==> config.mk <==
export PLATFORM = sky130hd
export DESIGN_NAME = audio_out_fmt
export DESIGN_NICKNAME = d
export VERILOG_FILES = /design/src/logic/audio_out_fmt.v /design/src/logic/sample_fifo.v
export VERILOG_INCLUDE_DIRS = /design/src /design/src/logic
export SDC_FILE = /design/constraint.sdc
export NUM_CORES = 1
export LEC_CHECK = 0
export ABC_AREA = 1
export BUFFER_PORTS_ARGS = -buffer_cell sky130_fd_sc_hd__buf_4
export CAP_MARGIN = 40
export CORE_ASPECT_RATIO = 1.5
export CORE_MARGIN = 5
export CORE_UTILIZATION = 37
export CTS_CLUSTER_DIAMETER = 100
export DETAILED_ROUTE_END_ITERATION = 16
export PLACE_DENSITY_LB_ADDON = 0.2
export SYNTH_ARGS = -nofsm -noshare
export SYNTH_HDL_FRONTEND = slang
export SYNTH_SLANG_ARGS = --single-unit
==> constraint.sdc <==
create_clock -name aclk -period 13.1 [get_ports aclk]
set_clock_uncertainty 0.1 [all_clocks]
set_input_delay 3.93 -clock aclk [delete_from_list [all_inputs] [get_ports aclk]]
set_output_delay 3.93 -clock aclk [all_outputs]
set_load 0.01 [all_outputs]
==> src/logic/audio_out_map.vh <==
// register map, field positions, reset values and timing of the
// serial audio output formatter; included by audio_out_fmt.v, the checker and the bench
`ifndef AUDIO_OUT_MAP_VH
`define AUDIO_OUT_MAP_VH

// register index of the control word; byte address is four times it
`define CTRL_INDEX        16'd2078
`define CTRL_ADDR         16'h2078
`define DATA_ADDR         16'h2080
`define STATUS_ADDR       16'h2084
`define ADDR_W            16

// control word fields
`define CTRL_RESET        14'h0000
`define CTRL_W            14
`define F_LEN_LO          0
`define F_LEN_HI          1
`define F_MSB_LO          2
`define F_MSB_HI          4
`define F_TDM             5
`define F_FSYNC           6
`define F_RATE_LO         7
`define F_RATE_HI         8
`define F_MASTER          11

// status word fields
`define S_UNDERRUN        0
`define S_FILL_LO         8
`define S_FILL_HI         11

// sample and frame geometry
`define SAMPLE_W          24
`define SLOT_BITS         32
`define CHANNELS          8
`define FIFO_DEPTH        8

// internal clock: 1024 x fs at rate 0, made from aclk by an enable divider
`define ACLK_PERIOD_PS    5000
`define INT_PERIOD_PS     20000
// aclks per internal tick: INT_PERIOD_PS over ACLK_PERIOD_PS
`define INT_DIV           7'd4

`endif

==> src/logic/audio_out_fmt.v <==
// serial audio output formatter with AXI4-Lite control
// assumes aclk at 200 MHz; bit and frame clock pins are two-way, and
// in slave mode they come from another clock domain
`timescale 1ns/1ps
`default_nettype none
`include "audio_out_map.vh"

module audio_out_fmt (
  input  wire        aclk,
  input  wire        aresetn,
  input  wire [15:0] s_axi_awaddr,
  input  wire        s_axi_awvalid,
  output wire        s_axi_awready,
  input  wire [31:0] s_axi_wdata,
  input  wire [3:0]  s_axi_wstrb,
  input  wire        s_axi_wvalid,
  output wire        s_axi_wready,
  output reg  [1:0]  s_axi_bresp,
  output reg         s_axi_bvalid,
  input  wire        s_axi_bready,
  input  wire [15:0] s_axi_araddr,
  input  wire        s_axi_arvalid,
  output wire        s_axi_arready,
  output reg  [31:0] s_axi_rdata,
  output reg  [1:0]  s_axi_rresp,
  output reg         s_axi_rvalid,
  input  wire        s_axi_rready,
  input  wire        bit_clk_i,
  output reg         bit_clk_o,
  output wire        bit_clk_oe_n,
  input  wire        frame_clk_i,
  output reg         frame_clk_o,
  output wire        frame_clk_oe_n,
  output reg         serial_out_lane0,
  output reg         serial_out_lane1,
  output reg         serial_out_lane2,
  output reg         serial_out_lane3
);

  // ---------------- register file ----------------
  reg [`CTRL_W-1:0] ctrl_r;
  reg               underrun_r;
  reg [15:0]        aw_addr_r;
  reg               aw_held_r;
  reg [31:0]        w_data_r;
  reg [3:0]         w_strb_r;
  reg               w_held_r;

  wire [1:0] out_sample_length    = ctrl_r[`F_LEN_HI:`F_LEN_LO];
  wire [2:0] msb_pos              = ctrl_r[`F_MSB_HI:`F_MSB_LO];
  wire       tdm_en               = ctrl_r[`F_TDM];
  wire       frame_sync_shape     = ctrl_r[`F_FSYNC];
  wire [1:0] frame_clock_rate_sel = ctrl_r[`F_RATE_HI:`F_RATE_LO];
  wire       master               = ctrl_r[`F_MASTER];

  wire        fifo_in_ready;
  wire [23:0] fifo_out_data;
  wire        fifo_out_valid;
  wire        fifo_out_ready;
  wire [3:0]  fifo_level;

  wire wr_is_ctrl   = (aw_addr_r == `CTRL_ADDR);
  wire wr_is_data   = (aw_addr_r == `DATA_ADDR);
  wire wr_is_status = (aw_addr_r == `STATUS_ADDR);
  // a data write waits here while the FIFO is full
  wire wr_go   = aw_held_r && w_held_r && !s_axi_bvalid &&
                 (!wr_is_data || fifo_in_ready);
  wire push    = wr_go && wr_is_data;
  wire clr_und = wr_go && wr_is_status && w_strb_r[0] &&
                 w_data_r[`S_UNDERRUN];
  wire set_und;

  assign s_axi_awready = !aw_held_r;
  assign s_axi_wready  = !w_held_r;
  assign s_axi_arready = !s_axi_rvalid;

  always @(posedge aclk) begin
    if (!aresetn) begin
      aw_held_r    <= 1'b0;
      w_held_r     <= 1'b0;
      aw_addr_r    <= 16'h0000;
      w_data_r     <= 32'h00000000;
      w_strb_r     <= 4'h0;
      s_axi_bvalid <= 1'b0;
      s_axi_bresp  <= 2'h0;
      ctrl_r       <= `CTRL_RESET;
    end else begin
      if (s_axi_awvalid && !aw_held_r) begin
        aw_held_r <= 1'b1;
        aw_addr_r <= s_axi_awaddr;
      end
      if (s_axi_wvalid && !w_held_r) begin
        w_held_r <= 1'b1;
        w_data_r <= s_axi_wdata;
        w_strb_r <= s_axi_wstrb;
      end
      if (wr_go) begin
        aw_held_r    <= 1'b0;
        w_held_r     <= 1'b0;
        s_axi_bvalid <= 1'b1;
        s_axi_bresp  <= (wr_is_ctrl || wr_is_data || wr_is_status) ?
                        2'h0 : 2'h2;
        if (wr_is_ctrl && w_strb_r[0])
          ctrl_r[7:0] <= w_data_r[7:0];
        if (wr_is_ctrl && w_strb_r[1])
          ctrl_r[`CTRL_W-1:8] <= w_data_r[`CTRL_W-1:8];
      end else if (s_axi_bvalid && s_axi_bready) begin
        s_axi_bvalid <= 1'b0;
      end
    end
  end

  always @(posedge aclk) begin
    if (!aresetn) begin
      s_axi_rvalid <= 1'b0;
      s_axi_rdata  <= 32'h00000000;
      s_axi_rresp  <= 2'h0;
    end else if (s_axi_arvalid && !s_axi_rvalid) begin
      s_axi_rvalid <= 1'b1;
      s_axi_rresp  <= 2'h0;
      s_axi_rdata  <= 32'h00000000;
      case (s_axi_araddr)
        `CTRL_ADDR:
          s_axi_rdata <= {18'h00000, ctrl_r};
        `STATUS_ADDR:
          s_axi_rdata <= {20'h00000, fifo_level, 7'h00, underrun_r};
        `DATA_ADDR:
          s_axi_rdata <= 32'h00000000;
        default:
          s_axi_rresp <= 2'h2;
      endcase
    end else if (s_axi_rvalid && s_axi_rready) begin
      s_axi_rvalid <= 1'b0;
    end
  end

  // underrun: set wins over a clear in the same cycle
  always @(posedge aclk) begin
    if (!aresetn)
      underrun_r <= 1'b0;
    else if (set_und)
      underrun_r <= 1'b1;
    else if (clr_und)
      underrun_r <= 1'b0;
  end

  sample_fifo #(
    .WIDTH (`SAMPLE_W),
    .DEPTH (`FIFO_DEPTH),
    .AW    (3)
  ) u_fifo (
    .aclk      (aclk),
    .aresetn   (aresetn),
    .in_data   (w_data_r[23:0]),
    .in_valid  (push),
    .in_ready  (fifo_in_ready),
    .out_data  (fifo_out_data),
    .out_valid (fifo_out_valid),
    .out_ready (fifo_out_ready),
    .level     (fifo_level)
  );

  // ---------------- frame buffers ----------------
  // samples for the next frame are gathered while the current one plays
  reg [23:0] next_buf_r [0:7];
  reg [23:0] cur_buf_r  [0:7];
  reg [3:0]  fill_r;
  wire       frame_start;

  assign fifo_out_ready = (fill_r != 4'h8) && !frame_start;
  assign set_und        = frame_start && (fill_r != 4'h8);

  always @(posedge aclk) begin
    if (!aresetn)
      fill_r <= 4'h0;
    else if (frame_start && fill_r == 4'h8)
      fill_r <= 4'h0;
    else if (fifo_out_valid && fifo_out_ready)
      fill_r <= fill_r + 4'h1;
  end

  // a short frame plays silence rather than stale samples
  genvar gi;
  generate
    for (gi = 0; gi < `CHANNELS; gi = gi + 1) begin : g_buf
      always @(posedge aclk) begin
        if (!aresetn) begin
          next_buf_r[gi] <= 24'h000000;
          cur_buf_r[gi]  <= 24'h000000;
        end else begin
          if (fifo_out_valid && fifo_out_ready && fill_r == gi)
            next_buf_r[gi] <= fifo_out_data;
          if (frame_start)
            cur_buf_r[gi] <= (fill_r == 4'h8) ? next_buf_r[gi] :
                             24'h000000;
        end
      end
    end
  endgenerate

  // ---------------- bit timing ----------------
  // only master uses the rate; one internal tick is INT_DIV aclks
  wire [1:0] rate_eff = (frame_clock_rate_sel == 2'h3) ? 2'h2 :
                        frame_clock_rate_sel;
  // ticks per frame 1024 >> rate over 64 or 256 bits per frame
  wire [2:0] shift    = (tdm_en ? 3'd2 : 3'd4) - {1'b0, rate_eff};
  wire [6:0] period   = `INT_DIV << shift;
  wire [6:0] half     = {1'b0, period[6:1]};

  reg  [6:0] cyc_r;
  reg        bclk_s1_r;
  reg        bclk_s2_r;
  reg        bclk_s3_r;
  reg        lr_s1_r;
  reg        lr_s2_r;
  reg        lr_last_r;
  reg  [7:0] bcnt_r;
  reg        step_d_r;

  wire m_step = master && (cyc_r >= period - 7'd1);
  // slave steps on the falling edge of the bit clock it is given
  wire s_step = !master && bclk_s3_r && !bclk_s2_r;
  wire step   = m_step || s_step;
  wire [7:0] last_bit = tdm_en ? 8'hFF : 8'h3F;
  wire s_frame = frame_sync_shape ? (lr_s2_r && !lr_last_r) :
                                    (!lr_s2_r && lr_last_r);
  wire wrap    = master ? (bcnt_r >= last_bit) : s_frame;

  assign frame_start = step && wrap;

  always @(posedge aclk) begin
    if (!aresetn) begin
      bclk_s1_r <= 1'b0;
      bclk_s2_r <= 1'b0;
      bclk_s3_r <= 1'b0;
      lr_s1_r   <= 1'b0;
      lr_s2_r   <= 1'b0;
    end else begin
      bclk_s1_r <= bit_clk_i;
      bclk_s2_r <= bclk_s1_r;
      bclk_s3_r <= bclk_s2_r;
      lr_s1_r   <= frame_clk_i;
      lr_s2_r   <= lr_s1_r;
    end
  end

  always @(posedge aclk) begin
    if (!aresetn) begin
      cyc_r     <= 7'h00;
      bcnt_r    <= 8'h00;
      lr_last_r <= 1'b0;
      step_d_r  <= 1'b0;
    end else begin
      step_d_r <= step;
      if (step || !master)
        cyc_r <= 7'h00;
      else
        cyc_r <= cyc_r + 7'h01;
      if (step) begin
        lr_last_r <= lr_s2_r;
        bcnt_r    <= wrap ? 8'h00 : bcnt_r + 8'h01;
      end
    end
  end

  // ---------------- serial formatting ----------------
  function [4:0] msb_delay;
    input [2:0] code;
    begin
      case (code)
        3'h0:    msb_delay = 5'd1;
        3'h1:    msb_delay = 5'd0;
        3'h2:    msb_delay = 5'd8;
        3'h3:    msb_delay = 5'd12;
        3'h4:    msb_delay = 5'd16;
        default: msb_delay = 5'd1;
      endcase
    end
  endfunction

  function [4:0] word_len;
    input [1:0] code;
    begin
      case (code)
        2'h0:    word_len = 5'd24;
        2'h1:    word_len = 5'd20;
        2'h2:    word_len = 5'd16;
        default: word_len = 5'd24;
      endcase
    end
  endfunction

  // bit of a sample at slot position pos; zero before MSB and after LSB
  function slot_bit;
    input [23:0] smp;
    input [4:0]  pos;
    input [4:0]  dly;
    input [4:0]  len;
    reg   [5:0]  d;
    begin
      d = {1'b0, pos} - {1'b0, dly};
      if (pos < dly || d >= {1'b0, len})
        slot_bit = 1'b0;
      else
        slot_bit = smp[5'd23 - d[4:0]];
    end
  endfunction

  wire [4:0] pos  = bcnt_r[4:0];
  wire [4:0] dly  = msb_delay(msb_pos);
  wire [4:0] len  = word_len(out_sample_length);
  wire [2:0] tslt = bcnt_r[7:5];
  wire       half_sel = bcnt_r[5];
  // second half of the frame is high in word-clock mode
  wire lr_next = frame_sync_shape ? (bcnt_r == 8'h00) :
                 (tdm_en ? bcnt_r[7] : bcnt_r[5]);

  always @(posedge aclk) begin
    if (!aresetn) begin
      serial_out_lane0 <= 1'b0;
      serial_out_lane1 <= 1'b0;
      serial_out_lane2 <= 1'b0;
      serial_out_lane3 <= 1'b0;
      frame_clk_o      <= 1'b0;
      bit_clk_o        <= 1'b0;
    end else begin
      bit_clk_o <= master && (cyc_r >= half);
      if (step_d_r) begin
        frame_clk_o <= lr_next;
        if (tdm_en) begin
          serial_out_lane0 <= slot_bit(cur_buf_r[tslt], pos, dly, len);
          serial_out_lane1 <= 1'b0;
          serial_out_lane2 <= 1'b0;
          serial_out_lane3 <= 1'b0;
        end else begin
          serial_out_lane0 <= slot_bit(cur_buf_r[{2'h0, half_sel}],
                                       pos, dly, len);
          serial_out_lane1 <= slot_bit(cur_buf_r[{2'h1, half_sel}],
                                       pos, dly, len);
          serial_out_lane2 <= slot_bit(cur_buf_r[{2'h2, half_sel}],
                                       pos, dly, len);
          serial_out_lane3 <= slot_bit(cur_buf_r[{2'h3, half_sel}],
                                       pos, dly, len);
        end
      end
    end
  end

  // clock pins are driven only in master mode
  assign bit_clk_oe_n   = !master;
  assign frame_clk_oe_n = !master;

endmodule // audio_out_fmt

`default_nettype wire

==> src/logic/sample_fifo.v <==
// synchronous FIFO of flip-flops, width and depth by parameter
// assumes one clock, sync active-low reset; depth a power of two
`timescale 1ns/1ps
`default_nettype none

module sample_fifo #(
  parameter WIDTH = 24,
  parameter DEPTH = 8,
  parameter AW    = 3
) (
  input  wire             aclk,
  input  wire             aresetn,
  input  wire [WIDTH-1:0] in_data,
  input  wire             in_valid,
  output wire             in_ready,
  output wire [WIDTH-1:0] out_data,
  output wire             out_valid,
  input  wire             out_ready,
  output wire [AW:0]      level
);

  reg [WIDTH-1:0] mem_r [0:DEPTH-1];
  reg [AW:0]      wr_ptr_r;
  reg [AW:0]      rd_ptr_r;

  wire push;
  wire pop;

  // extra pointer bit tells full from empty
  assign level     = wr_ptr_r - rd_ptr_r;
  // depth is 2**AW, so the top level bit alone marks full
  assign in_ready  = !level[AW];
  assign out_valid = (level != {(AW+1){1'b0}});
  assign out_data  = mem_r[rd_ptr_r[AW-1:0]];
  assign push      = in_valid && in_ready;
  assign pop       = out_valid && out_ready;

  always @(posedge aclk) begin
    if (!aresetn) begin
      wr_ptr_r <= {(AW+1){1'b0}};
      rd_ptr_r <= {(AW+1){1'b0}};
    end else begin
      if (push)
        wr_ptr_r <= wr_ptr_r + 1'b1;
      if (pop)
        rd_ptr_r <= rd_ptr_r + 1'b1;
    end
  end

  // storage needs no reset: nothing is read before it is written
  always @(posedge aclk) begin
    if (push)
      mem_r[wr_ptr_r[AW-1:0]] <= in_data;
  end

endmodule // sample_fifo

`default_nettype wire

# Word-level counts from Yosys, hierarchy flattened
# Memory sizes are Yosys's and may differ from the RTL's. A register that Yosys moved wholly into a read port is not among the register bits.
# Index checks and enable logic that the tools add are counted.
[classes]
add_sub_neg = 10
magnitude_cmp = 6
eq_ne = 22
shift = 1
muxes = 104
n_bitwise = 17
reduce_logical = 63
[op_table]
columns = ["cell", "count"]
rows = [
  ["2-to-1 mux 24 bit", 24],
  ["equality test 16 x 14 -> 1 bit (second input constant)", 6],
  ["2-to-1 mux 1 bit", 54],
  ["2-to-1 mux 3 bit", 13],
  ["logical AND 1 bit", 34],
  ["one-hot mux 14 bit (2 select lines)", 1],
  ["binary-select mux 1 bit (select 5 bit)", 5],
  ["one-hot mux 5 bit (4 select lines)", 1],
  ["equality test 4 x 3 -> 1 bit (second input constant)", 4],
  ["2-to-1 mux 8 bit", 2],
  ["bitwise OR 1 bit", 16],
  ["adder 4 x 1 -> 4 bit (second input constant)", 3],
  ["zero test 1 bit", 11],
  ["adder 8 x 1 -> 8 bit (second input constant)", 1],
  ["equality test 4 x 2 -> 1 bit (second input constant)", 2],
  [">= comparator 8 bit", 1],
  ["zero test 8 bit", 1],
  ["one-hot mux 4 bit (2 select lines)", 1],
  ["adder 7 x 1 -> 7 bit (second input constant)", 1],
  [">= comparator 7 x 6 -> 1 bit", 1],
  [">= comparator 7 bit", 1],
  ["<< shifter 3 x 3 -> 7 bit (first input constant)", 1],
  ["subtractor 7 x 1 -> 7 bit (second input constant)", 1],
  ["equality test 3 x 2 -> 1 bit (second input constant)", 2],
  ["other kinds (23)", 36],
]
[word_totals]
ff_bits = 137
ram_bits = 576
input_bits = 77
output_inout_bits = 49
word_cells = 257
n_memories = 3
[memory_table]
columns = ["name", "depth", "width", "read_ports", "rd_clocked_by_memory_dff", "wr", "line_no", "source"]
rows = [
  ["cur_buf_r", 8, 24, 5, 5, 8, "audio_out_fmt.v:166", "reg [23:0] cur_buf_r [0:7];"],
  ["next_buf_r", 8, 24, 8, 0, 8, "audio_out_fmt.v:165", "reg [23:0] next_buf_r [0:7];"],
  ["u_fifo.mem_r", 8, 24, 1, 1, 1, "sample_fifo.v:22", "reg [WIDTH-1:0] mem_r [0:DEPTH-1];"],
]

# Logic depth before layout (Yosys ltp)
# Gate-level depths: netlist (run 1).
[logic_depth]
depth_word = 17
ltp_mapped = 24
mapped_depth_nobuf = 22

# Modules after synthesis
# Synthesis (run 1) repeated with hierarchy kept, for this count alone.
[unflattened]
cells_unflattened = 3246
hier_area_um2 = 32986.6
[modules_own_cells]
columns = ["module", "instances", "cells_each", "area_each_um2", "seq_area_each_um2"]
rows = [
  ["audio_out_fmt", 1, 2575, 24758.7, 13793.2],
  ["sample_fifo", 1, 671, 8227.9, 5985.7],
]

# Worst setup path after synthesis (run 1)
# OpenSTA, ideal clock, no wires.
[synth_path]
path_kind = "in2reg"
from = "in aresetn"
to = "mem cur_buf_r[0][0], enable pin"
setup_time_ns = 1.568
arrival_time_ns = 7.402
required_time_ns = 11.432
setup_slack_ns = 4.030
path_stages = 2
path_buffers = 1
cell_sequence = "clkbuf_1 nand2_1"
[synth_rtl]
columns = ["item", "line_no", "source"]
rows = [
  ["start, declared", "audio_out_fmt.v:10", "input wire aresetn,"],
  ["end, declared", "audio_out_fmt.v:166", ""],
]

==> impl_summary.md, run 1 <==
Clock network
Clock latency on the worst-skew pair, taken at its later pin, is 600 ps. After clock tree synthesis, the setup repair step added 0 buffers. In this run, post-CTS repair resized a total of 0 instances. The cell at the root of the clock tree is clkbuf_16. Clock-pin slew was measured on the worst setup and hold paths at about 70 ps.

The number of clock sinks is 700. TritonCTS built the clock tree. The depth of the CTS H-tree is 3. The total clock buffers created by CTS is 66.

The maximum buffer depth of the clock tree is 3. The number of buffers added to fix hold violations after cts is 0.

Drt
After detailed routing, the average wire length per cell comes to slightly below 20 um. The post-detailed-routing wire length is 83.3 mm. In the routed layout, each cell is associated on average with a via count of between 4 and 5. The iteration count of the initial detailed-routing pass is 5. For this run, design rule violations remaining after detail routing come to 0. The via count of the routed design is between 20000 and 25000.

For this block, the initial DRC count from the detailed router was approximately 1200. The count of nets left with antenna violations once routing finished came out at 0.

Place
After detailed placement, the design holds a cell count of ~4200. The count of input and output buffers is 95. The final RePlAce weighted congestion is 0.811.

The sum of net half-perimeters after detailed placement is roughly 50 mm. Once placement finished, the instance area stood at about 33000 um2.

Worst setup path
For the worst setup path, the data arrival time is just under 6000 ps. The required time reported for the critical path endpoint is 13230 ps. The capture instance of the worst register-to-register path is cur_buf_r[1][18]. The worst reg2reg path startpoint is ctrl_r[5]. The standard cell with the maximum stage delay on the critical path is buf_4. Traced cell by cell, the critical path runs through ha_1 > inv_1 > nor2_1 > nor2_1 > xor2_1 > nand3_1 > ha_1 > nand3_1 > xnor2_1 > ha_1 > nand2_1 > a21oi_1 > nor3_1 > o211ai_1 > nand2_1 > nand2_1 > nand2_1 > buf_4 > nand2_4 > buf_4. The worst setup path category is reg -> reg.

Along the worst path, the maximum fanout reaches between 60 and 70. STA classifies the critical path startpoint as a flip-flop. The worst setup path is captured at a flip-flop. The delay of the slowest critical-path stage is a little under 800 ps. In this design, the critical path's most frequently occurring cell is nand2_1. The number of cells traversed by the worst register-to-register path is 20. For flop-to-flop paths, the worst setup slack is 7440 ps.

Final layout
The combined flip-flop and latch cell area is roughly 20000 um2. The multi-input combinational cells in the finished layout cover a total of 9280 um2. The number of standard cells in the layout, taps in and fillers out is approximately 4300.

The final layout contains between 3000 and 4000 nets. Summing all non-filler instances in the final layout gives an area of roughly 35000 um2. The post-synthesis to final-layout area growth is 12.9%. The number of antenna cells inserted is 0. The number of fill cells is around 8000. The post-route netlist has about 9% of its cells at a drive strength greater than 1.

Global route
The total overflow reported by the global router is 0. Global routing used a little under a fifth of the available tracks across all layers. The number of antenna violations at the first check in global routing is 0. The first global-routing pass estimated about 130 mm of wire. The via count of the first global-routing pass was roughly 21000. Entering global routing, the biggest net connects 193 pins.

Power
Sequential cells account for between 40 and 50% of the total power. The combinational share of power is between 10% and 20%. The overall power consumption is between 5000 and 6000 uW.

The switching share of total power is just under 30%. The static leakage is 0.0136 uW. The net switching power figure is between 1500 and 2000 uW.

Dividing total power by cell area gives a power density of 161 nW/um2. The worst-case IR drop observed on VDD is ~0.1 mV. Cell internal power was estimated by the tool at between 4000 and 5000 uW. The clock network power share is between 30% and 40%.

STA
The tightest hold path in the finished design has a slack of around 310 ps. The peak clock frequency supported by timing is ~180 MHz. The worst pin sits at a relative slew slack of between 30% and 40%. Setup repair after global routing left no endpoint under its margin. The final-report max-slew violation count came to 0. The slew at the pin closest to its max-slew limit is approximately 1000 ps. The worst path uses 43.2% of the clock period. The final period demand of the worst path is ~5700 ps. The final hold violation count came to 0. Setup violations remaining at the end of the flow were counted as 0. The accumulated negative setup slack is 0 ps.

Logic synthesis
After synthesis, flip-flops and latches occupy between 60% and 70% of the total area. After synthesis, the share of flip-flops with an asynchronous set or reset is 0%. The synthesized instance count is roughly 3100. The number of enable-type register cells in the synthesized netlist is 576. The distinct cell type count of the synthesized netlist is 48. The flip-flop and latch count after synthesis is 700. The number of warnings issued by yosys is 0. In the synthesized netlist the dominant register cell turns out to be edfxtp_1. The synthesized area per cell is about 9.9 um2. In this run the cell area of the synthesized design comes to just over 30000 um2.

Run status
The run finished with clean final reports.

Floorplanning
The die boundary height is ~360 um. The number of top-level pins is about 130. The die area is 89900 um2.

The standard-cell row count is 130. The initial standard-cell utilization of the core is roughly 37%. The floorplan step set the die width to ~250 um. The total area inside the core boundary comes to approximately 83000 um2.

Hold path
In this run the most critical hold path is launched from lr_s1_r. For hold timing, the worst endpoint is lr_s2_r. The worst hold path passes through 2 cells. The tightest min-delay check is of the reg -> reg type.

Run
The total of max-cap violations is 0.
[logic make-up after synthesis]
| group | after synthesis | share of synthesized area [%] |
|---|---|---|
| AND/OR/NAND/NOR | 1446 | 19.2 |
| buffers and inverters | 498 | 6.72 |
| adder cells (fa/ha/maj) | 35 | 1.44 |
| multiplexers | 24 | 0.774 |
| flip-flops | 700 | 63.7 |
| other | 1 | 0.0121 |
| AO/OA/AOI/OAI | 398 | 7.51 |
| XOR/XNOR | 21 | 0.593 |
[area by class of cell]
cell class                      count  share of cell area (%)
Clock buffer                       86                    5.38
Clock inverter                     31                   0.893
Inverter                          298                    3.20
Multi-Input combinational cell   1944                    26.5
Sequential cell                   700                    56.5
Tap cell                         1122                    4.01
Timing Repair Buffer              156                    3.49
[per-stage QoR]
| stage | setup slack [ps] | utilization, % |
|---|---|---|
| 3_3_place_gp | 6730 | 39.2 |
| 3_5_place_dp | 6880 | 39.3 |
| 2_1_floorplan | 4030 | - |
| 5_1_grt | 6930 | 42.0 |
| 6_report | 7440 | 42.0 |
| 4_1_cts | 7410 | 42.0 |
[state kept, by name, summed over array words and instances (netlist names), 7 cells and up, named ones only]
register / count
cyc_r: 7
w_data_r: 24
ctrl_r: 14
cur_buf_r: 192
s_axi_rdata: 14
next_buf_r: 192
u_fifo.mem_r: 192
bcnt_r: 8
aw_addr_r: 16
[how the worst max path moves through the flow]
stage / start / endpoint / slack, ps / cells past startpoint
6_report: ctrl_r[5] / cur_buf_r[1][18] / 7440 / 20
5_1_grt: ctrl_r[5] / cur_buf_r[2][19] / 6930 / 20
4_1_cts: ctrl_r[5] / cur_buf_r[0][18] / 7410 / 20
3_5_place_dp: aresetn / cur_buf_r[0][18] / 6880 / 3
3_3_place_gp: aresetn / cur_buf_r[0][17] / 6730 / 3
2_1_floorplan: aresetn / cur_buf_r[0][0] / 4030 / 2
[critical path: cells and delay by family (launching register included)]
kind | cells | cell delay, ps
fa+ha+maj | 3 | 890
buf+inv | 3 | 1130
compound gates | 2 | 200
flops | 1 | 690
xor+xnor | 2 | 390
simple gates | 10 | 1740
[cell usage in the layout (no fill, tap or decap), drive strengths merged, types with 2 or more instances in the layout]
cell	count
o31ai	2
a22oi	17
a211oi	3
o21ai	162
a221oi	3
clkinvlp	2
clkbuf	86
xnor2	8
nand3b	5
inv	298
nor2	632
nand4	18
mux2i	24
a21oi	135
nand2	476
dfxtp	124
bufinv	6
nand3	287
o21bai	2
ha	34
clkinv	23
xor2	13
buf	156
conb	20
o32ai	24
edfxtp	576
o21a	8
nor4	5
o311ai	4
o211ai	10
nor3	21
o221ai	24
[routing by layer]
metal | wire length, um | track usage (%)
met2 | 44200 | 34.3
met5 | 0 | 0
met1 | 31900 | 20.2
met3 | 3340 | 2.61
met4 | 3890 | 8.73
[synthesized netlist by cell type (2+ instances only)]
library cell  instances  area (um2)
nor2_1              629        2360
edfxtp_1            576       17300
nand2_1             476        1790
inv_1               290        1090
nand3_1             287        1440
o21ai_0             137         686
a21oi_1             134         671
dfxtp_1             124        2480
clkbuf_1             84         315
buf_2                65         325
ha_1                 34         425
buf_4                31         233
o21ai_1              25         125
mux2i_1              24         240
o221ai_1             24         210
o32ai_1              24         210
nor3_1               21         105
buf_1                18        67.6
a22oi_1              17         128
xor2_1               13         114
nand4_1              10        62.6
o211ai_1             10        75.1
o21a_1                8        60.1
xnor2_1               8        70.1
nand4_2               7        87.6
inv_2                 5        18.8
nand3b_1              5        37.5
nor4_1                5        31.3
o311ai_0              4        35.0
a211oi_1              3        22.5
a221oi_1              3        26.3
nor2_2                3        18.8
buf_6                 2        22.5
clkinv_1              2        7.51
o21bai_1              2        15.0
[power groups by stage]
| stage | logic, uW | clock network [uW] | registers (uW) |
|---|---|---|---|
| after floorplan | 612 | 0 | 2720 |
| after global placement | 926 | 0 | 2750 |
| after detailed placement | 964 | 0 | 2760 |
| after CTS | 968 | 2020 | 2710 |
| after global routing | 1050 | 2110 | 2730 |
| final | 956 | 1960 | 2710 |
No activity file was read; power rests on OpenSTA's default activity.
==> inputs of run 2 (changes only) <==
==> constraint.sdc (replaced) <==
create_clock -name aclk -period 5.05 [get_ports aclk]
set_clock_uncertainty 0.1 [all_clocks]
set_input_delay 1.515 -clock aclk [delete_from_list [all_inputs] [get_ports aclk]]
set_output_delay 1.515 -clock aclk [all_outputs]
set_load 0.01 [all_outputs]
==> run 2 against run 1 <==
  * Final cell count increased by 0.48%
  * Clock power grew to 2.5 times the previous value
  * Power rose to 2.6 times the previous value
  * Sequential share of layout area down 0.32 points
  * Cell area up 0.56%
  * Combinational power grew to 2.6 times the previous value
  * Die area unchanged
  * Largest power group unchanged
==> impl_summary.md, run 2 (same netlist as run 1, synthesis figures left out) <==
Final layout
The number of standard cells in the layout, taps in and fillers out is 4358. 0 antenna diodes ended up in the layout. The leading cell type in the layout, fill and taps excluded is nor2_1. The filler cells instantiated in the layout total 7949. The number of nets in the layout is approximately 3300. The post-synthesis to final-layout area growth is 13.5%. At the end of the flow the core is filled with cells to around 42%. In the layout the commonest cells are 628 x nor2_1, 576 x edfxtp_1, 475 x nand2_1. The ratio of cells with drive above 1 in the final layout is about a tenth.

STA
The worst pin sits at a relative slew slack of 41.2%. The slew at the pin closest to its max-slew limit is about 880 ps. The final period demand of the worst path is between 4000 and 5000 ps.

The final hold violation count is 0. Hold is met by about 310 ps. The accumulated negative setup slack is 0 ps. The total of endpoints with negative setup slack in the final report is 0.

The least setup slack across all paths after layout is 517 ps. For this run, the top clock speed supported by timing is 221 MHz. Setup repair after global routing left no endpoint under its margin. Of the available clock period, the critical path in the final layout requires about nine tenths. The final-report max-slew violation count came to 0.

Power
The maximum vdd drop is approximately 0.25 mV. In this run the static leakage power is between 0.01 and 0.015 uW. Dividing total power by cell area gives a power density of about 400 nW/um2.

Clock network
TritonCTS built the clock tree. Counting along the longest clock path gives a buffer depth of 3. The later-pin clock latency in the skew report is slightly above 600 ps. The depth of the CTS H-tree is 3. The number of setup buffers added after CTS is 0.

After clock tree synthesis, the clock-pin slew on the worst setup and hold paths is approximately 60 ps. The cell at the root of the clock tree is clkbuf_16. The number of clock sinks is 700. The total clock buffers created by CTS is 67.

Floorplanning
The die boundary height is roughly 360 um. During I/O placement, the number of pins put on the boundary was 126. The width of the chip is ~250 um. Once the floorplan was initialized, standard cells occupied a little under two fifths of the core. The floorplan core area is approximately 83000 um2. The die area is about 90000 um2. The standard-cell row count is 130.

Place
The number of placed instances, taps included is about 4200. The pre-CTS setup slack is 507 ps. The count of input and output buffers is between 90 and 100. The wire-length estimate of the detail-placed layout is 53.5 mm. The final RePlAce weighted congestion is approximately 0.82.

Worst setup path
Together, buffers and inverters on the worst path number 3. Traced cell by cell, the critical path runs through inv_1 > ha_1 > inv_1 > nor2_1 > nor2_1 > xor2_1 > nand3_1 > ha_1 > nand3_1 > xnor2_1 > ha_1 > nand2_1 > a21oi_1 > nor3_1 > o211ai_1 > nand2_1 > nand2_1 > nand2_1 > nand2_1 > nor2_1 > nand2_1 > nand2_1 > buf_4. The internal reg-to-reg setup slack is approximately 520 ps.

The delay of the slowest critical-path stage is about 450 ps. The peak fanout along the critical path is 24. The capture instance of the worst register-to-register path is next_buf_r[0][40].

The worst reg2reg path startpoint is ctrl_r[8]. The sort of element at the end of the critical path is a flip-flop. The signal arrival time at the worst endpoint is ~4700 ps. Measured in cells, the most critical reg-to-reg path has a length of 23. The standard cell with the maximum stage delay on the critical path is buf_4. In this design, the largest share of critical-path delay is due to simple AND/OR/NAND/NOR gates.

The critical path starts at ctrl_r[8]. The required time reported for the critical path endpoint is around 5200 ps. The worst setup path is launched from a flip-flop. The cell repeated most along the worst path is nand2_1.

The critical path is of the reg -> reg type.

Hold path
The startpoint identified for the worst hold timing path is lr_s1_r. The end point of the most critical hold path is lr_s2_r. Along the worst hold path, the cell count comes to 2. The path class of the tightest hold or removal check is reg -> reg.

Run
The total of max-cap violations is 0.

Drt
In this run, the number of DRC markers left after iteration 0 of detailed routing was around 1400. Dividing the detail-routed via count by the number of cells gives approximately 5. The iteration count of the initial detailed-routing pass is 5. The post-detailed-routing wire length is between 80 and 90 mm.

The count of antenna-violating nets left after detailed routing is 0. The via count of the routed design is approximately 22000. After detailed routing, the number of remaining DRC violations is 0. The average routed wire per standard cell is about 19 um.

Run status
The flow ran to the end, and the final reports show no timing, DRC or antenna violations.

Global route
The via count of the first global-routing pass is 22000. The global-route total usage across every layer is a little under a fifth. Entering global routing, the biggest net connects between 80 and 90 pins.

The wire length of the first global-routing pass is approximately 130 mm. The number of antenna violations at the first check in global routing is 0. For this run the aggregate overflow at the end of global routing stands at 0.
[run 2: power by group]
group	internal, uW	switching, uW
clock	2770	2180
sequential	6780	290
combinational	691	1810
[run 2: worst max-delay path by stage]
stage | cells after the start | slack (ps) | to
2_1_floorplan | 20 | 470 | cur_buf_r[0][0]
3_3_place_gp | 23 | 480 | next_buf_r[0][40]
3_5_place_dp | 23 | 510 | next_buf_r[0][40]
4_1_cts | 23 | 490 | next_buf_r[0][40]
5_1_grt | 23 | 20 | next_buf_r[0][40]
6_report | 23 | 520 | next_buf_r[0][40]
[run 2: per-stage QoR]
step           cell area [um2]  power, uW
2_1_floorplan            31100       8620
3_3_place_gp             33000       9570
3_5_place_dp             33100       9700
4_1_cts                  35200      14700
5_1_grt                  35200      15100
6_report                 35200      14500
[run 2: worst reg2reg max path: cells and delay by family (launching register included)]
kind            cells  cell delay (ps)
compound gates      2              180
xor+xnor            2              440
fa+ha+maj           3              790
buf+inv             3              590
flops               1              330
simple gates       13             1720
[run 2: final cells by class]
| class | count | area, um2 | share of cell area [%] |
|---|---|---|---|
| clock inverters | 27 | 198 | 0.561 |
| well taps | 1122 | 1400 | 3.99 |
| repair buffers | 173 | 1490 | 4.22 |
| multi-input cells | 1944 | 9300 | 26.4 |
| clock buffers | 94 | 1920 | 5.44 |
| flip-flops and latches | 700 | 19800 | 56.2 |
| inverters | 298 | 1120 | 3.19 |
[run 2: metal layers]
layer	share of wire, %	routed length, um	up-vias	global-route usage, %
li1	-	-	10600	-
met1	37	31700	10400	20.6
met2	53	44800	623	35.2
met3	4.6	3860	245	2.66
met4	5.1	4330	0	9.32
met5	0	0	-	0
[run 2: timing repair]
action | in CTS | in global routing
hold buffers | 0 | 0
endpoints found under the setup margin | 0 | 4
endpoints found under the hold margin | 0 | 0
gates resized for setup | 0 | 1
==> inputs of run 3 (changes only) <==
==> constraint.sdc (replaced) <==
create_clock -name aclk -period 5.05 [get_ports aclk]
set_clock_uncertainty 0.1 [all_clocks]
set_input_delay 1.01 -clock aclk [delete_from_list [all_inputs] [get_ports aclk]]
set_output_delay 1.01 -clock aclk [all_outputs]
set_load 0.01 [all_outputs]
==> run 3 against run 2 <==
  * Via count down 0.63%
  * Cell area up 0.37%
  * Critical endpoint is now next_buf_r[0][71]
  * Sequential power about the same
  * Sequential share of layout area down 0.21 points
  * Routed wire length down 0.64%
  * Largest cell class unchanged
  * Combinational power up 2%
==> impl_summary.md, run 3 (same netlist as run 1, synthesis figures left out) <==
Final layout
Registers take between 15000 and 20000 um2. The post-synthesis to final-layout area growth is 13.9%. At the end of the flow the core is filled with cells to between 40 and 50%.

The repair_antennas step left the layout with diodes totalling 0. The area used by multi-input combinational logic is 9300 um2. The number of fill cells is around 8000.

The library cell used most frequently in the layout, excluding fill and tap cells, is nor2_1. At the end of the flow, the number of nets in the layout was about 3300. The top cell types in the final layout, fill and taps aside, are 628 x nor2_1, 576 x edfxtp_1, 475 x nand2_1.

The ratio of cells with drive above 1 in the final layout is 9.50%.

Drt
The first TritonRoute pass finished after 5 iterations. After detailed routing, the average wire length per cell comes to ~19 um. The number of DRC violations after detailed-routing iteration 0 is around 1200.

The via count of the routed design is between 20000 and 25000. In the routed layout, each cell is associated on average with a via count of roughly 5. In the routed design, unresolved DRC markers number 0. The post-detailed-routing wire length is ~84 mm. The count of nets left with antenna violations once routing finished came out at 0.

STA
Hold timing on the final database bottoms out at a slack of approximately 310 ps. Derived from the worst setup path, the maximum achievable clock frequency is 224 MHz. Headroom to the max-slew limit came out at 40.9%.

Setup repair after global routing left no endpoint under its margin. The portion of the clock cycle consumed by the worst path in the final layout is approximately nine tenths. The final hold violation count is 0. For the final routed database, the setup TNS stands at 0 ps. The final period demand of the worst path is ~4500 ps. The final-report max-slew violation count is 0.

The slew at the pin closest to its max-slew limit is about 880 ps. Setup violations remaining at the end of the flow were counted as 0.

Worst setup path
The sort of element at the start of the critical path is a flip-flop. The kind of cell with the highest combined delay along the critical path is simple AND/OR/NAND/NOR gates. At the worst endpoint, the required time is a little over 5000 ps.

The worst setup path is of the reg -> reg kind. The delay of the slowest critical-path stage is around 450 ps. The signal arrival time at the worst endpoint is ~4600 ps. Walking the worst path, the cells encountered are inv_1 > ha_1 > inv_1 > nor2_1 > nor2_1 > xor2_1 > nand3_1 > ha_1 > nand3_1 > xnor2_1 > ha_1 > nand2_1 > a21oi_1 > nor3_1 > o211ai_1 > nand2_1 > nand2_1 > nand2_1 > nand2_1 > nor2_1 > nand2_1 > nand2_1 > buf_4.

In this run the register-to-register setup slack is 580 ps. Counting both buffers and inverters, the worst setup path holds a total of 3. The cell repeated most along the worst path is nand2_1.

The peak fanout along the critical path is 24. The standard cell with the maximum stage delay on the critical path is buf_4. STA classifies the critical path endpoint as a flip-flop.

Clock network
For this design, the CTS-stage hold fixing added 0 buffers. The number of setup buffers added after CTS is 0. The number of gates resized after CTS was 0. The cell at the root of the clock tree is clkbuf_16. The clock reaches the later pin of the worst-skew pair after a little over 600 ps.

The maximum buffer depth of the clock tree is 3. Clock-pin slew was measured on the worst setup and hold paths at roughly 70 ps. The number of clock sinks is 700.

The total clock buffers created by CTS is 66. The depth of the CTS H-tree is 3. TritonCTS built the clock tree.

Power
The static leakage is about 0.014 uW. The internal power component is around 11000 uW. Combinational logic burns 17.2% of the power. The switching share of total power is between 20 and 30%. The power per cell area is around 420 nW/um2. Sequential cells account for between 40% and 50% of the total power. The maximum vdd drop is about 0.26 mV.

In this run the power spent charging and discharging nets is about 4200 uW. The clock network power share is 35.0%.

Floorplanning
The core region is 83400 um2. In this run the horizontal extent of the chip is around 250 um. The initial standard-cell utilization of the core is 37.2%. The floorplan has 130 rows. From bottom edge to top edge, the die measures 365 um. For this design the top-level I/O count stands at roughly 130. The die covers approximately 90000 um2.

Place
Port buffering added 95 buffers. The sum of net half-perimeters after detailed placement is 52.9 mm. The congestion estimate from routability-driven global placement came to 0.824.

Global route
For this run the aggregate overflow at the end of global routing stands at 0. Entering global routing, the biggest net connects 95 pins. The via count of the first global-routing pass is approximately 22000.

The number of antenna violations at the first check in global routing is 0. The global-route total usage across every layer is about 19%. The first global-routing pass estimated 128 mm of wire.

Hold path
The class of the tightest hold or removal check is reg -> reg.

Run
The total of max-cap violations is 0.

Run status
The flow ran to the end, and the final reports show no timing, DRC or antenna violations.
run 3: cell types whose count changed in the layout (fill, tap and decap cells not counted), sizes merged:
cell      change
clkinv        -2
clkbuf        -6
bufinv        +6
buf           +1
clkinvlp      -1
inv           -1
run 3: power by group through the flow:
stage | Combinational (uW) | Clock [uW] | Sequential (uW)
6_report | 2540 | 5170 | 7040
5_1_grt | 2780 | 5490 | 7090
2_1_floorplan | 1590 | 0 | 7040
4_1_cts | 2580 | 5260 | 7050
3_3_place_gp | 2420 | 0 | 7160
3_5_place_dp | 2560 | 0 | 7170
run 3: path summary, 6_finish.rpt:
| path | start | end | depth (start not counted) |
|---|---|---|---|
| max | ctrl_r[8] | next_buf_r[0][71] | 23 |
| min | lr_s1_r | lr_s2_r | 2 |
| max reg2reg | ctrl_r[8] | next_buf_r[0][71] | 23 |
| min reg2reg | lr_s1_r | lr_s2_r | 2 |
run 3: cell type report:
cell class                 count  area share [%]
timing repair buffer         174            4.28
inverter                     298            3.18
sequential                   700            56.0
tap                         1122            3.97
clock buffer                  88            5.29
clock inverter                29           0.988
multi-input combinational   1944            26.3
run 3: worst reg2reg max path: cells and delay by family (launching register included):
family	cells	cell delay (ps)
buf+inv	3	590
fa+ha+maj	3	790
flops	1	330
simple gates	13	1620
compound gates	2	170
xor+xnor	2	450
run 3: stage by stage:
step / total power (uW) / instances / worst slack (ps) / cell area, um2
6_report: 14700 / 4355 / 584 / 35300
5_1_grt: 15400 / 4355 / 155 / 35300
4_1_cts: 14900 / 4355 / 564 / 35300
3_5_place_dp: 9730 / 4238 / 604 / 33100
3_3_place_gp: 9590 / 4223 / 599 / 32900
2_1_floorplan: 8620 / 3142 / 471 / 31100
run 3: routing by layer:
layer	GRT usage, %	vias up	wire (um)
met3	2.36	196	3470
met4	9.02	0	3910
met5	0	-	0
li1	-	10600	-
met2	35.0	537	44800
met1	20.4	10400	32000
